## config.mk

```make
export PLATFORM = sky130hd
export DESIGN_NAME = audio_dsp_bypass_tone_regs
export DESIGN_NICKNAME = d
export VERILOG_FILES = /design/src/logic/dsp_regs_pkg.sv /design/src/logic/tone_gain_decode.sv /design/src/logic/audio_dsp_bypass_tone_regs.sv
export SDC_FILE = /design/constraint.sdc
export NUM_CORES = 1
export LEC_CHECK = 0
export ABC_AREA = 1
export BUFFER_PORTS_ARGS = -buffer_cell sky130_fd_sc_hd__buf_2
export CORE_ASPECT_RATIO = 0.8
export CORE_MARGIN = 3
export CORE_UTILIZATION = 30
export DETAILED_ROUTE_END_ITERATION = 10
export PLACE_DENSITY = 0.54
export REMOVE_ABC_BUFFERS = 1
export SLEW_MARGIN = 40
export SYNTH_ARGS = -nofsm -noshare
export SYNTH_HDL_FRONTEND = slang
export SYNTH_SLANG_ARGS = --single-unit
```

## constraint.sdc

```tcl
create_clock -name mclk -period 8.3 [get_ports mclk]
set_input_delay 1.66 -clock mclk [delete_from_list [all_inputs] [get_ports mclk]]
set_output_delay 1.66 -clock mclk [all_outputs]
set_load 0.01 [all_outputs]
```

## src/logic/dsp_regs_pkg.sv

```systemverilog
// Shared constants and field carriers for the sound chain registers
package dsp_regs_pkg;

  // Register addresses on the control port
  localparam logic [7:0] ADDR_PROT_BYPASS = 8'h0F;
  localparam logic [7:0] ADDR_COMPRESSOR = 8'h10;
  localparam logic [7:0] ADDR_TONE = 8'h11;

  // Protection and bypass field positions
  localparam int OC_RETRY_LSB = 6;
  localparam int OT_RETRY_LSB = 4;
  localparam int SOFT_CLIP_BIT = 3;
  localparam int HIGHPASS_BIT = 2;
  localparam int COMPRESSOR_BIT = 1;
  localparam int EQUALIZER_BIT = 0;

  // Compressor field positions
  localparam int ONSET_LEVEL_LSB = 12;
  localparam int ONSET_SPEED_LSB = 8;
  localparam int RELEASE_LEVEL_LSB = 4;
  localparam int RELEASE_SPEED_LSB = 0;

  // Tone field positions
  localparam int HIGH_GAIN_LSB = 9;
  localparam int HIGH_CORNER_LSB = 7;
  localparam int LOW_GAIN_LSB = 2;
  localparam int LOW_CORNER_LSB = 0;

  // Reset values
  localparam logic [1:0] OC_RETRY_RST = 2'h2;
  localparam logic [1:0] OT_RETRY_RST = 2'h1;
  localparam logic SOFT_CLIP_RST = 1'b0;
  localparam logic HIGHPASS_RST = 1'b0;
  localparam logic COMPRESSOR_RST = 1'b1;
  localparam logic EQUALIZER_RST = 1'b1;
  localparam logic [3:0] ONSET_LEVEL_RST = 4'h9;
  localparam logic [3:0] ONSET_SPEED_RST = 4'h2;
  localparam logic [3:0] RELEASE_LEVEL_RST = 4'hB;
  localparam logic [3:0] RELEASE_SPEED_RST = 4'hA;
  localparam logic [4:0] SHELF_GAIN_RST = 5'h09;
  localparam logic [1:0] SHELF_CORNER_RST = 2'h1;

  // Tone gain encoding
  localparam logic [4:0] SHELF_GAIN_MAX_CODE = 5'h12;
  localparam logic signed [5:0] SHELF_GAIN_MIN_DB = -6'sd18;
  localparam logic signed [5:0] SHELF_GAIN_ZERO_DB = 6'sd0;

  // Retry selector that never recovers
  localparam logic [1:0] RETRY_HOLD = 2'h3;

  // Float times and their cycle counts at the 40 ns clock
  localparam int CLK_PERIOD_NS = 40;
  localparam int FLOAT_SHORT_NS = 4500;
  localparam int OC_MID_NS = 27500;
  localparam int OC_LONG_MS = 10;
  localparam int OT_MID_MS = 100;
  localparam int OT_LONG_S = 1;
  localparam int FLOAT_SHORT_CYC =
    (FLOAT_SHORT_NS + CLK_PERIOD_NS - 1) / CLK_PERIOD_NS;
  localparam int OC_MID_CYC = (OC_MID_NS + CLK_PERIOD_NS - 1) / CLK_PERIOD_NS;
  localparam int OC_LONG_CYC =
    (OC_LONG_MS * 1000000 + CLK_PERIOD_NS - 1) / CLK_PERIOD_NS;
  localparam int OT_MID_CYC =
    (OT_MID_MS * 1000000 + CLK_PERIOD_NS - 1) / CLK_PERIOD_NS;
  localparam int OT_LONG_CYC =
    (OT_LONG_S * 1000000000 + CLK_PERIOD_NS - 1) / CLK_PERIOD_NS;

  typedef struct packed {
    logic [1:0] overcurrent_retry_delay;
    logic [1:0] overtemp_retry_delay;
    logic soft_clip_disable;
    logic highpass_skip;
    logic compressor_skip;
    logic equalizer_skip;
  } protect_bypass_t;

  typedef struct packed {
    logic [3:0] compress_onset_level;
    logic [3:0] compress_onset_speed;
    logic [3:0] compress_release_level;
    logic [3:0] compress_release_speed;
  } compressor_t;

  typedef struct packed {
    logic [4:0] high_shelf_gain;
    logic [1:0] high_shelf_corner;
    logic [4:0] low_shelf_gain;
    logic [1:0] low_shelf_corner;
  } tone_t;

  typedef enum logic [1:0] {
    FLOAT_IDLE,
    FLOAT_TIMED,
    FLOAT_HELD
  } float_state_t;

endpackage

```

## src/logic/tone_gain_decode.sv

```systemverilog
// Shelf gain code to signed decibel value
`timescale 1ns/1ns
module tone_gain_decode (
  input wire logic [4:0] code,
  output logic signed [5:0] gain_db
);

  always_comb begin
    if (code > dsp_regs_pkg::SHELF_GAIN_MAX_CODE) begin
      // Out-of-range codes fall back to flat rather than an odd gain
      gain_db = dsp_regs_pkg::SHELF_GAIN_ZERO_DB;
    end else begin
      gain_db = dsp_regs_pkg::SHELF_GAIN_MIN_DB
        + $signed({code, 1'b0});
    end
  end

endmodule

```

## src/logic/audio_dsp_bypass_tone_regs.sv

```systemverilog
// Sound chain configuration registers with protection float timer
`timescale 1ns/1ns
module audio_dsp_bypass_tone_regs #(
  parameter int CNT_W = 25,
  parameter int OC_LONG_CYCLES = dsp_regs_pkg::OC_LONG_CYC,
  parameter int OT_MID_CYCLES = dsp_regs_pkg::OT_MID_CYC,
  parameter int OT_LONG_CYCLES = dsp_regs_pkg::OT_LONG_CYC
) (
  input wire logic mclk,
  input wire logic rst_n,
  input wire logic [7:0] reg_addr,
  input wire logic reg_wr,
  input wire logic [15:0] reg_wdata,
  input wire logic reg_rd,
  output logic [15:0] reg_rdata,
  output logic reg_rvalid,
  input wire logic overcurrent_event,
  input wire logic overtemp_event,
  output logic stage_float,
  output dsp_regs_pkg::protect_bypass_t cfg_bypass,
  output dsp_regs_pkg::compressor_t cfg_compressor,
  output dsp_regs_pkg::tone_t cfg_tone,
  output logic signed [5:0] high_shelf_db,
  output logic signed [5:0] low_shelf_db
);

  localparam int SHORT_CYC = dsp_regs_pkg::FLOAT_SHORT_CYC;

  dsp_regs_pkg::protect_bypass_t bypass_reg;
  dsp_regs_pkg::compressor_t comp_reg;
  dsp_regs_pkg::tone_t tone_reg;
  dsp_regs_pkg::float_state_t state_reg;
  logic [CNT_W-1:0] cnt_reg;
  logic [15:0] rdata_reg;
  logic rvalid_reg;
  logic signed [5:0] high_db_reg;
  logic signed [5:0] low_db_reg;
  logic signed [5:0] high_db_next;
  logic signed [5:0] low_db_next;
  logic [CNT_W-1:0] oc_load;
  logic [CNT_W-1:0] ot_load;
  logic oc_hold;
  logic ot_hold;

  // Float length in clock cycles for one fault kind and selector
  function automatic logic [CNT_W-1:0] float_cycles(
    input logic is_temp,
    input logic [1:0] sel
  );
    logic [CNT_W-1:0] n;
    n = '0;
    case (sel)
      2'h0: n = CNT_W'(SHORT_CYC);
      2'h1: n = is_temp ? CNT_W'(OT_MID_CYCLES)
                        : CNT_W'(dsp_regs_pkg::OC_MID_CYC);
      2'h2: n = is_temp ? CNT_W'(OT_LONG_CYCLES) : CNT_W'(OC_LONG_CYCLES);
      default: n = '0;
    endcase
    return n;
  endfunction

  // Register writes; reserved bits are simply not stored
  always_ff @(posedge mclk) begin
    if (!rst_n) begin
      bypass_reg.overcurrent_retry_delay <= dsp_regs_pkg::OC_RETRY_RST;
      bypass_reg.overtemp_retry_delay <= dsp_regs_pkg::OT_RETRY_RST;
      bypass_reg.soft_clip_disable <= dsp_regs_pkg::SOFT_CLIP_RST;
      bypass_reg.highpass_skip <= dsp_regs_pkg::HIGHPASS_RST;
      bypass_reg.compressor_skip <= dsp_regs_pkg::COMPRESSOR_RST;
      bypass_reg.equalizer_skip <= dsp_regs_pkg::EQUALIZER_RST;
    end else if (reg_wr && reg_addr == dsp_regs_pkg::ADDR_PROT_BYPASS) begin
      bypass_reg.overcurrent_retry_delay <=
        reg_wdata[dsp_regs_pkg::OC_RETRY_LSB +: 2];
      bypass_reg.overtemp_retry_delay <=
        reg_wdata[dsp_regs_pkg::OT_RETRY_LSB +: 2];
      bypass_reg.soft_clip_disable <=
        reg_wdata[dsp_regs_pkg::SOFT_CLIP_BIT];
      bypass_reg.highpass_skip <= reg_wdata[dsp_regs_pkg::HIGHPASS_BIT];
      bypass_reg.compressor_skip <=
        reg_wdata[dsp_regs_pkg::COMPRESSOR_BIT];
      bypass_reg.equalizer_skip <=
        reg_wdata[dsp_regs_pkg::EQUALIZER_BIT];
    end
  end

  always_ff @(posedge mclk) begin
    if (!rst_n) begin
      comp_reg.compress_onset_level <= dsp_regs_pkg::ONSET_LEVEL_RST;
      comp_reg.compress_onset_speed <= dsp_regs_pkg::ONSET_SPEED_RST;
      comp_reg.compress_release_level <=
        dsp_regs_pkg::RELEASE_LEVEL_RST;
      comp_reg.compress_release_speed <=
        dsp_regs_pkg::RELEASE_SPEED_RST;
    end else if (reg_wr && reg_addr == dsp_regs_pkg::ADDR_COMPRESSOR) begin
      comp_reg.compress_onset_level <=
        reg_wdata[dsp_regs_pkg::ONSET_LEVEL_LSB +: 4];
      comp_reg.compress_onset_speed <=
        reg_wdata[dsp_regs_pkg::ONSET_SPEED_LSB +: 4];
      comp_reg.compress_release_level <=
        reg_wdata[dsp_regs_pkg::RELEASE_LEVEL_LSB +: 4];
      comp_reg.compress_release_speed <=
        reg_wdata[dsp_regs_pkg::RELEASE_SPEED_LSB +: 4];
    end
  end

  // Reserved gain codes are stored as written so software reads them back
  always_ff @(posedge mclk) begin
    if (!rst_n) begin
      tone_reg.high_shelf_gain <= dsp_regs_pkg::SHELF_GAIN_RST;
      tone_reg.high_shelf_corner <= dsp_regs_pkg::SHELF_CORNER_RST;
      tone_reg.low_shelf_gain <= dsp_regs_pkg::SHELF_GAIN_RST;
      tone_reg.low_shelf_corner <= dsp_regs_pkg::SHELF_CORNER_RST;
    end else if (reg_wr && reg_addr == dsp_regs_pkg::ADDR_TONE) begin
      tone_reg.high_shelf_gain <=
        reg_wdata[dsp_regs_pkg::HIGH_GAIN_LSB +: 5];
      tone_reg.high_shelf_corner <=
        reg_wdata[dsp_regs_pkg::HIGH_CORNER_LSB +: 2];
      tone_reg.low_shelf_gain <=
        reg_wdata[dsp_regs_pkg::LOW_GAIN_LSB +: 5];
      tone_reg.low_shelf_corner <=
        reg_wdata[dsp_regs_pkg::LOW_CORNER_LSB +: 2];
    end
  end

  // Read port; unmapped addresses answer zero
  always_ff @(posedge mclk) begin
    if (!rst_n) begin
      rdata_reg <= 16'h0000;
      rvalid_reg <= 1'b0;
    end else begin
      rvalid_reg <= reg_rd;
      if (reg_rd) begin
        if (reg_addr == dsp_regs_pkg::ADDR_PROT_BYPASS) begin
          rdata_reg <= {8'h00, bypass_reg};
        end else if (reg_addr == dsp_regs_pkg::ADDR_COMPRESSOR) begin
          rdata_reg <= comp_reg;
        end else if (reg_addr == dsp_regs_pkg::ADDR_TONE) begin
          rdata_reg <= {2'h0, tone_reg};
        end else begin
          rdata_reg <= 16'h0000;
        end
      end
    end
  end

  tone_gain_decode u_high_gain (
    .code(tone_reg.high_shelf_gain),
    .gain_db(high_db_next)
  );

  tone_gain_decode u_low_gain (
    .code(tone_reg.low_shelf_gain),
    .gain_db(low_db_next)
  );

  // Registered so downstream filters see a clean one-cycle-late value
  always_ff @(posedge mclk) begin
    if (!rst_n) begin
      high_db_reg <= dsp_regs_pkg::SHELF_GAIN_ZERO_DB;
      low_db_reg <= dsp_regs_pkg::SHELF_GAIN_ZERO_DB;
    end else begin
      high_db_reg <= high_db_next;
      low_db_reg <= low_db_next;
    end
  end

  assign oc_load = float_cycles(1'b0, bypass_reg.overcurrent_retry_delay);
  assign ot_load = float_cycles(1'b1, bypass_reg.overtemp_retry_delay);
  assign oc_hold = overcurrent_event &&
    bypass_reg.overcurrent_retry_delay == dsp_regs_pkg::RETRY_HOLD;
  assign ot_hold = overtemp_event &&
    bypass_reg.overtemp_retry_delay == dsp_regs_pkg::RETRY_HOLD;

  // Float timer; a fresh fault only ever lengthens the remaining float
  always_ff @(posedge mclk) begin
    if (!rst_n) begin
      state_reg <= dsp_regs_pkg::FLOAT_IDLE;
      cnt_reg <= '0;
    end else begin
      case (state_reg)
        dsp_regs_pkg::FLOAT_HELD: begin
          cnt_reg <= '0;
        end
        default: begin
          if (oc_hold || ot_hold) begin
            state_reg <= dsp_regs_pkg::FLOAT_HELD;
            cnt_reg <= '0;
          end else if ((overcurrent_event && oc_load > cnt_reg) ||
                       (overtemp_event && ot_load > cnt_reg)) begin
            state_reg <= dsp_regs_pkg::FLOAT_TIMED;
            if (overcurrent_event && overtemp_event) begin
              cnt_reg <= (oc_load > ot_load) ? oc_load : ot_load;
            end else if (overcurrent_event) begin
              cnt_reg <= oc_load;
            end else begin
              cnt_reg <= ot_load;
            end
          end else if (state_reg == dsp_regs_pkg::FLOAT_TIMED) begin
            if (cnt_reg == CNT_W'(1)) begin
              state_reg <= dsp_regs_pkg::FLOAT_IDLE;
            end
            cnt_reg <= cnt_reg - CNT_W'(1);
          end
        end
      endcase
    end
  end

  assign stage_float = state_reg != dsp_regs_pkg::FLOAT_IDLE;
  assign cfg_bypass = bypass_reg;
  assign cfg_compressor = comp_reg;
  assign cfg_tone = tone_reg;
  assign high_shelf_db = high_db_reg;
  assign low_shelf_db = low_db_reg;
  assign reg_rdata = rdata_reg;
  assign reg_rvalid = rvalid_reg;

  a_oc_short_float: assert property (@(posedge mclk) disable iff (!rst_n)
    (overcurrent_event && !overtemp_event && !stage_float &&
     bypass_reg.overcurrent_retry_delay == 2'h0)
    |=> stage_float[*8] ##(SHORT_CYC - 7) !stage_float)
    else $error("overcurrent short float length wrong");

  a_oc_hold_float: assert property (@(posedge mclk) disable iff (!rst_n)
    oc_hold |=> (state_reg == dsp_regs_pkg::FLOAT_HELD) [*8])
    else $error("overcurrent hold did not stick");

  a_ot_mid_load: assert property (@(posedge mclk) disable iff (!rst_n)
    (overtemp_event && !overcurrent_event && !stage_float &&
     bypass_reg.overtemp_retry_delay == 2'h1)
    |=> cnt_reg == CNT_W'(OT_MID_CYCLES))
    else $error("overtemperature mid float not loaded");

  a_float_end_count: assert property (@(posedge mclk)
    disable iff (!rst_n)
    $fell(stage_float) |-> $past(cnt_reg) == CNT_W'(1))
    else $error("float ended before count ran out");

  a_bypass_write: assert property (@(posedge mclk) disable iff (!rst_n)
    (reg_wr && reg_addr == dsp_regs_pkg::ADDR_PROT_BYPASS)
    |=> cfg_bypass.soft_clip_disable == $past(reg_wdata[3]) &&
        cfg_bypass.highpass_skip == $past(reg_wdata[2]))
    else $error("bypass write not applied");

  a_skip_reset: assert property (@(posedge mclk)
    !rst_n |=> cfg_bypass.compressor_skip && cfg_bypass.equalizer_skip &&
              !cfg_bypass.highpass_skip && !cfg_bypass.soft_clip_disable)
    else $error("bypass reset values wrong");

  a_comp_reset: assert property (@(posedge mclk)
    !rst_n |=> cfg_compressor == 16'h92BA)
    else $error("compressor reset value wrong");

  a_tone_reset: assert property (@(posedge mclk)
    !rst_n |=> cfg_tone == 14'h12A5)
    else $error("tone reset value wrong");

  a_reserved_zero: assert property (@(posedge mclk) disable iff (!rst_n)
    (reg_rd && (reg_addr == dsp_regs_pkg::ADDR_PROT_BYPASS ||
                reg_addr == dsp_regs_pkg::ADDR_TONE))
    |=> reg_rvalid && reg_rdata[15:14] == 2'h0 &&
        (reg_rdata[15:8] == 8'h00 ||
         $past(reg_addr) == dsp_regs_pkg::ADDR_TONE))
    else $error("reserved bits read non-zero");

  a_gain_linear: assert property (@(posedge mclk) disable iff (!rst_n)
    (tone_reg.high_shelf_gain <= 5'h12 && $stable(tone_reg.high_shelf_gain))
    |=> high_shelf_db ==
        6'(-18 + 2 * int'($past(tone_reg.high_shelf_gain))))
    else $error("treble gain decode wrong");

  a_gain_reserved: assert property (@(posedge mclk) disable iff (!rst_n)
    (tone_reg.low_shelf_gain > 5'h12) |=> low_shelf_db == 6'sd0)
    else $error("reserved bass code not flat");

endmodule

```

### Word-level counts from Yosys, hierarchy flattened

Index checks and enable logic that the tools add are counted.

* bits of input ports: 30
* output and inout port bits: 68
* logic and storage cells: 76
* register bits after elaboration: 94

* order comparisons: 5
* mux-type cells: 14
* add/sub/neg operators: 3
* eq/ne operators: 12
* reduce and logical (&&, ||, !) cells: 20
* bitwise operators: 2

Operator list (number)
* 25-bit 2-to-1 mux: 5
* 25-bit greater-than comparator: 3
* 25-bit case mux with 3 select lines: 1
* 18-bit case mux with 3 select lines: 1
* 16-bit 2-to-1 mux: 2
* 25-bit by 1-bit equality test with 1-bit output (second input constant): 1
* 25-bit by 1-bit subtractor with 25-bit output (second input constant): 1
* 8-bit by 5-bit equality test with 1-bit output (second input constant): 2
* 14-bit 2-to-1 mux: 1
* 6-bit adder (first input constant): 2
* 2-bit equality test (second input constant): 5
* 5-bit greater-than comparator (second input constant): 2
* 8-bit by 4-bit equality test with 1-bit output (second input constant): 1
* 1-bit logical AND: 8
* 2-bit 2-to-1 mux: 4
* 2-bit by 1-bit equality test with 1-bit output (second input constant): 3
* 3-bit nonzero test: 2
* 2-bit logical NOT: 2
* 2-bit nonzero test: 2
* 2-bit OR reduction: 2
* 3-bit AND reduction: 1
* 3-bit OR reduction: 1
* 1-bit logical OR: 2
* 1-bit NOT: 2

### Longest topological paths before layout

* word-level depth: 7
* depth in mapped cells: 19
* depth with buffers taken out: 18

### Modules after synthesis

From an unflattened synthesis, not the netlist that was laid out.

* cells, all modules: 879
* area total of the unflattened synthesis: 6022.0 sq um

Modules (own cells, without submodules)
* audio_dsp_bypass_tone_regs: times used 1, cells each 831, sequential area each 1881.8 sq um, area an instance 5769.3 sq um
* tone_gain_decode: times used 2, cells each 24, sequential area each 0.0 sq um, area an instance 126.4 sq um

### Worst setup path before layout

OpenSTA, ideal clock, no wires.

* path kind: in2reg
* start point: in reg_addr[7]
* end point: reg tone_reg, in the netlist cfg_tone[0]
* library setup time: 0.138 ns
* data required time: 8.162 ns
* cell stages on the path: 8
* setup slack: 5.302 ns
* data arrival time: 2.860 ns
* buffers on the path: 1
* cell sequence: or2_1 nor3b_2 nand2_2 nor2_2 inv_1 buf_2 nand2_1 o211ai_1

* cells in the longest elaborated chain, start to end: 2

Ends and longest elaborated chain
* start: declaration: RTL line audio_dsp_bypass_tone_regs.sv:11 `input wire logic [7:0] reg_addr,`
* 8-bit by 5-bit equality test with 1-bit output: RTL line audio_dsp_bypass_tone_regs.sv:113 `end else if (reg_wr && reg_addr == dsp_regs_pkg::ADDR_TONE) begin`
* 1-bit logical AND: RTL line audio_dsp_bypass_tone_regs.sv:113
* end: declaration: RTL line audio_dsp_bypass_tone_regs.sv:31 `dsp_regs_pkg::tone_t tone_reg;`

No other way between the ends.
A chain may end at the register's enable or synchronous reset.

### Worst setup path after layout

* start point: reg bypass_reg, in the netlist cfg_bypass[5]
* end point: reg cnt_reg[20]

* cells in the longest elaborated chain, start to end: 6
* elaborated cells on any way between the ends: 17
* classes of those cells: order compare: 2; eq/ne: 3; mux: 5; reduce/logical: 7

Ends and longest elaborated chain
* start: declaration: RTL line audio_dsp_bypass_tone_regs.sv:29 `dsp_regs_pkg::protect_bypass_t bypass_reg;`
* 2-bit equality test, or another cell as far along: RTL line audio_dsp_bypass_tone_regs.sv:52 `case (sel)`
* 25-bit case mux with 3 select lines: RTL line audio_dsp_bypass_tone_regs.sv:52
* 25-bit greater-than comparator, on equally long branches: RTL line audio_dsp_bypass_tone_regs.sv:192, audio_dsp_bypass_tone_regs.sv:189
* 25-bit 2-to-1 mux / 1-bit logical AND (equally long branches): RTL line audio_dsp_bypass_tone_regs.sv:192, audio_dsp_bypass_tone_regs.sv:189
* 25-bit 2-to-1 mux / 1-bit logical OR (equally long branches): RTL line audio_dsp_bypass_tone_regs.sv:191, audio_dsp_bypass_tone_regs.sv:188
* 25-bit 2-to-1 mux / 2-bit nonzero test (equally long branches)
* end signal: assignment: RTL line audio_dsp_bypass_tone_regs.sv:192 `cnt_reg <= (oc_load > ot_load) ? oc_load : ot_load;`
* end signal: assignment: RTL line audio_dsp_bypass_tone_regs.sv:194 `cnt_reg <= oc_load;`
* end signal: assignment: RTL line audio_dsp_bypass_tone_regs.sv:196 `cnt_reg <= ot_load;`
* end: declaration: RTL line audio_dsp_bypass_tone_regs.sv:33 `logic [CNT_W-1:0] cnt_reg;`

Several ways; a longest one is shown, not always the timed one.

==> results_dict.tcl <==
set metrics [dict create \
    status "complete, no violations" \
    use_met1_pct 26.1 \
    synth_async_sr_flop_share_pct 0 \
    ys.flop_type "dfxtp_1" \
    wl_per_cell_um 14.6 \
    power.density_nw_per_um2 253 \
    fin_tns_setup_ns 0 \
    synth.top_cell.area_share_pct 31.1 \
    synth-seq-cells 92 \
    worstPathRequired_ns 8.54 \
    cts-resized-gates 0 \
    io_buffers 95 \
    antenna_cells 0 \
    hpwl_um 13800 \
    use_met3_pct 2.80 \
    fmax_mhz 285 \
    area_growth_pct 16.4 \
    die_area_um2 21500 \
    cts_root_buf "clkbuf_16" \
    cp-start-kind "flop" \
    synth_area_leaders "dfxtp_1 31%, ha_1 12%, nand2_1 11%" \
    gr-usage-met2_pct 23.2 \
    tightest_slew_ns 0.790 \
    synth_top_area_cell "dfxtp_1" \
    grt_max_degree 47 \
    placedCellCount 1198 \
    period_share_pct 42.3 \
    vias_per_cell 4.76 \
    synth_area_um2 5930 \
    largest_register_ff_count 25 \
    hold_slack_ns 0.479 \
    hold_violations 0 \
    cts_tree "yes" \
    clockBufferDepth 2 \
    drtIter0Drc 398 \
    grt_pass1_vias 5127 \
    clk_pin_slew_worst_paths_ns 0.08 \
    antenna_found_initial 0 \
    synth_edf_count 0 \
    grt-ovfl-total 0 \
    relSlewSlack_pct 47.3 \
    skew_ns 0.0163 \
    drive_above_1_share_pct 16.8 \
    slowest_stage "o21ai_0" \
    cts_max_level 3 \
    rrSetupSlack_ns 4.79 \
    fin_nets 1038 \
    ys_seq_area_share_pct 31.1 \
    drcViolationCount 0 \
    criticalPathCategory "reg -> reg" \
    die_y_um 132 \
    ios 98 \
    gr-usage-all-layers_pct 16.4 \
    end_kind "flop" \
    coreArea_um2 19200 \
    dr.pass1.iters 5 \
    cts-hold-fix-buffers 0 \
    initial_core_util_pct 30.9 \
    cap_violations 0 \
    synth_warnings 0 \
    crit_fanout 22 \
    fp.dieW_um 163 \
    top_usage_layer "met1" \
    rows 45 \
    drt_wl_total_um 17700 \
    routabilityCongestion 0.932 \
    synthCells 866 \
    postCtsSetupBuffers 0 \
    leakage_nw 3.42 \
    netlist-cell-type-count 46 \
    clock_latency_ns 0.35 \
    maxSlewViolCount 0 \
    critPathMaxStageDelay_ns 0.46 \
    period_needed_ns 3.51 \
    cts_sinks 92 \
    num_vias 5781 \
    peakVddDrop_mv 0.121 \
    final_cells 1214 \
    hp-class "reg -> reg" \
    cts_buffers 9 \
    rsz0062_at_grt "false" \
    cp_cell_sequence "inv_1, ha_1, o21ai_0, inv_1, ha_1, nand2_1, nor2_1, nand3_1, nand3_1, nand2_1, nand3_1, nand2_4, nand2_4, nor2_8, inv_4, nand2_1, nor2_1, nor2_1" \
    setup_viol 0 \
    crit_arrival_ns 3.75 \
    grt_pass1_wl_um 28400 \
    postSynthAreaPerCell_um2 6.85 \
    postRouteAntennaNets 0 \
]
[routing by layer]
| layer | routed length (um) | up-vias |
|---|---|---|
| met5 | 0 | - |
| met3 | 706 | 8 |
| met2 | 7340 | 130 |
| met4 | 116 | 0 |
| li1 | - | 2990 |
| met1 | 9550 | 2653 |
[logic make-up after synthesis]
kind of cell	after synthesis	synth area share, %
flops	92	31.1
compound gates	161	15.6
buf+inv	155	10.7
xor+xnor	11	1.62
simple gates	389	28.9
other cells	1	0.0632
fa+ha+maj	57	12.0
[critical path, delay by kind of cell, from the launching register on]
| kind | cells | cell delay, ns |
|---|---|---|
| adder cells (fa/ha/maj) | 2 | 0.61 |
| AO/OA/AOI/OAI | 1 | 0.46 |
| AND/OR/NAND/NOR | 12 | 1.38 |
| buffers and inverters | 3 | 0.49 |
| flip-flops | 1 | 0.42 |
[final timing paths]
| path | start | end | cells past startpoint |
|---|---|---|---|
| worst max-delay path | cfg_bypass[5]$_SDFFE_PN0P_ | cnt_reg[20]$_SDFFE_PP0P_ | 18 |
| worst min-delay path | cfg_bypass[3]$_SDFFE_PN0P_ | cfg_bypass[3]$_SDFFE_PN0P_ | 2 |
| worst max register to register | cfg_bypass[5]$_SDFFE_PN0P_ | cnt_reg[20]$_SDFFE_PP0P_ | 18 |
| worst min register to register | cfg_bypass[3]$_SDFFE_PN0P_ | cfg_bypass[3]$_SDFFE_PN0P_ | 2 |
[stage by stage]
step / worst slack (ns) / cell area, um^2 / utilization (%) / total power [W]
after floorplan: 4.61 / 5800 / - / 0.00112
after global placement: 4.54 / 6600 / 34.4 / 0.00132
after detailed placement: 4.50 / 6600 / 34.4 / 0.00133
after CTS: 4.81 / 6900 / 35.9 / 0.00175
after global routing: 4.39 / 6910 / 36.0 / 0.00190
final: 4.79 / 6910 / 36.0 / 0.00175
[Yosys cell counts, drive strengths merged, types with 2 or more instances]
library cell  number
nand2            182
inv              131
nor2             119
dfxtp             92
o21ai             69
a21oi             58
ha                57
nand3             47
nand4             16
nor3              16
buf               14
xor2              11
clkbuf             9
o22ai              8
o211ai             7
o221a              6
a31oi              5
or2                4
nor4               2
o31ai              2
[power breakdown]
group          switching, W  internal, W  total, W
Clock              0.000208     0.000213  0.000421
Combinational      0.000528     0.000250  0.000778
Sequential        0.0000612     0.000489  0.000550
[final cells by class]
cell class	count	area [um^2]
inverters	132	498
multi-input cells	620	3460
clock buffers	9	225
clock inverters	7	72.6
well taps	258	323
repair buffers	96	483
flip-flops and latches	92	1840
fillers	2083	12300
[cell usage in the layout, fill, tap and decap left out, types with 3 or more instances in the layout]
cell type  synthesis  final
o211ai_1           7      7
or2_2              3      3
ha_1              57     57
nor2_2            10     10
a21oi_1           53     53
nor3_2             3      4
o22ai_1            8      8
nand2_1          173    173
buf_2              5     95
nand4_1           16     16
clkbuf_16          0      9
inv_2              6      6
o21ai_1           10     10
nand2_2            7      7
a31oi_1            5      5
o21ai_0           59     59
nor3_1            12     11
nor2_1           108    108
dfxtp_1           92     92
o221a_2            6      6
inv_1            124    124
nand3_1           46     46
xor2_1            11     11
a21oi_2            5      5
Power figures use the tool's default switching activity.
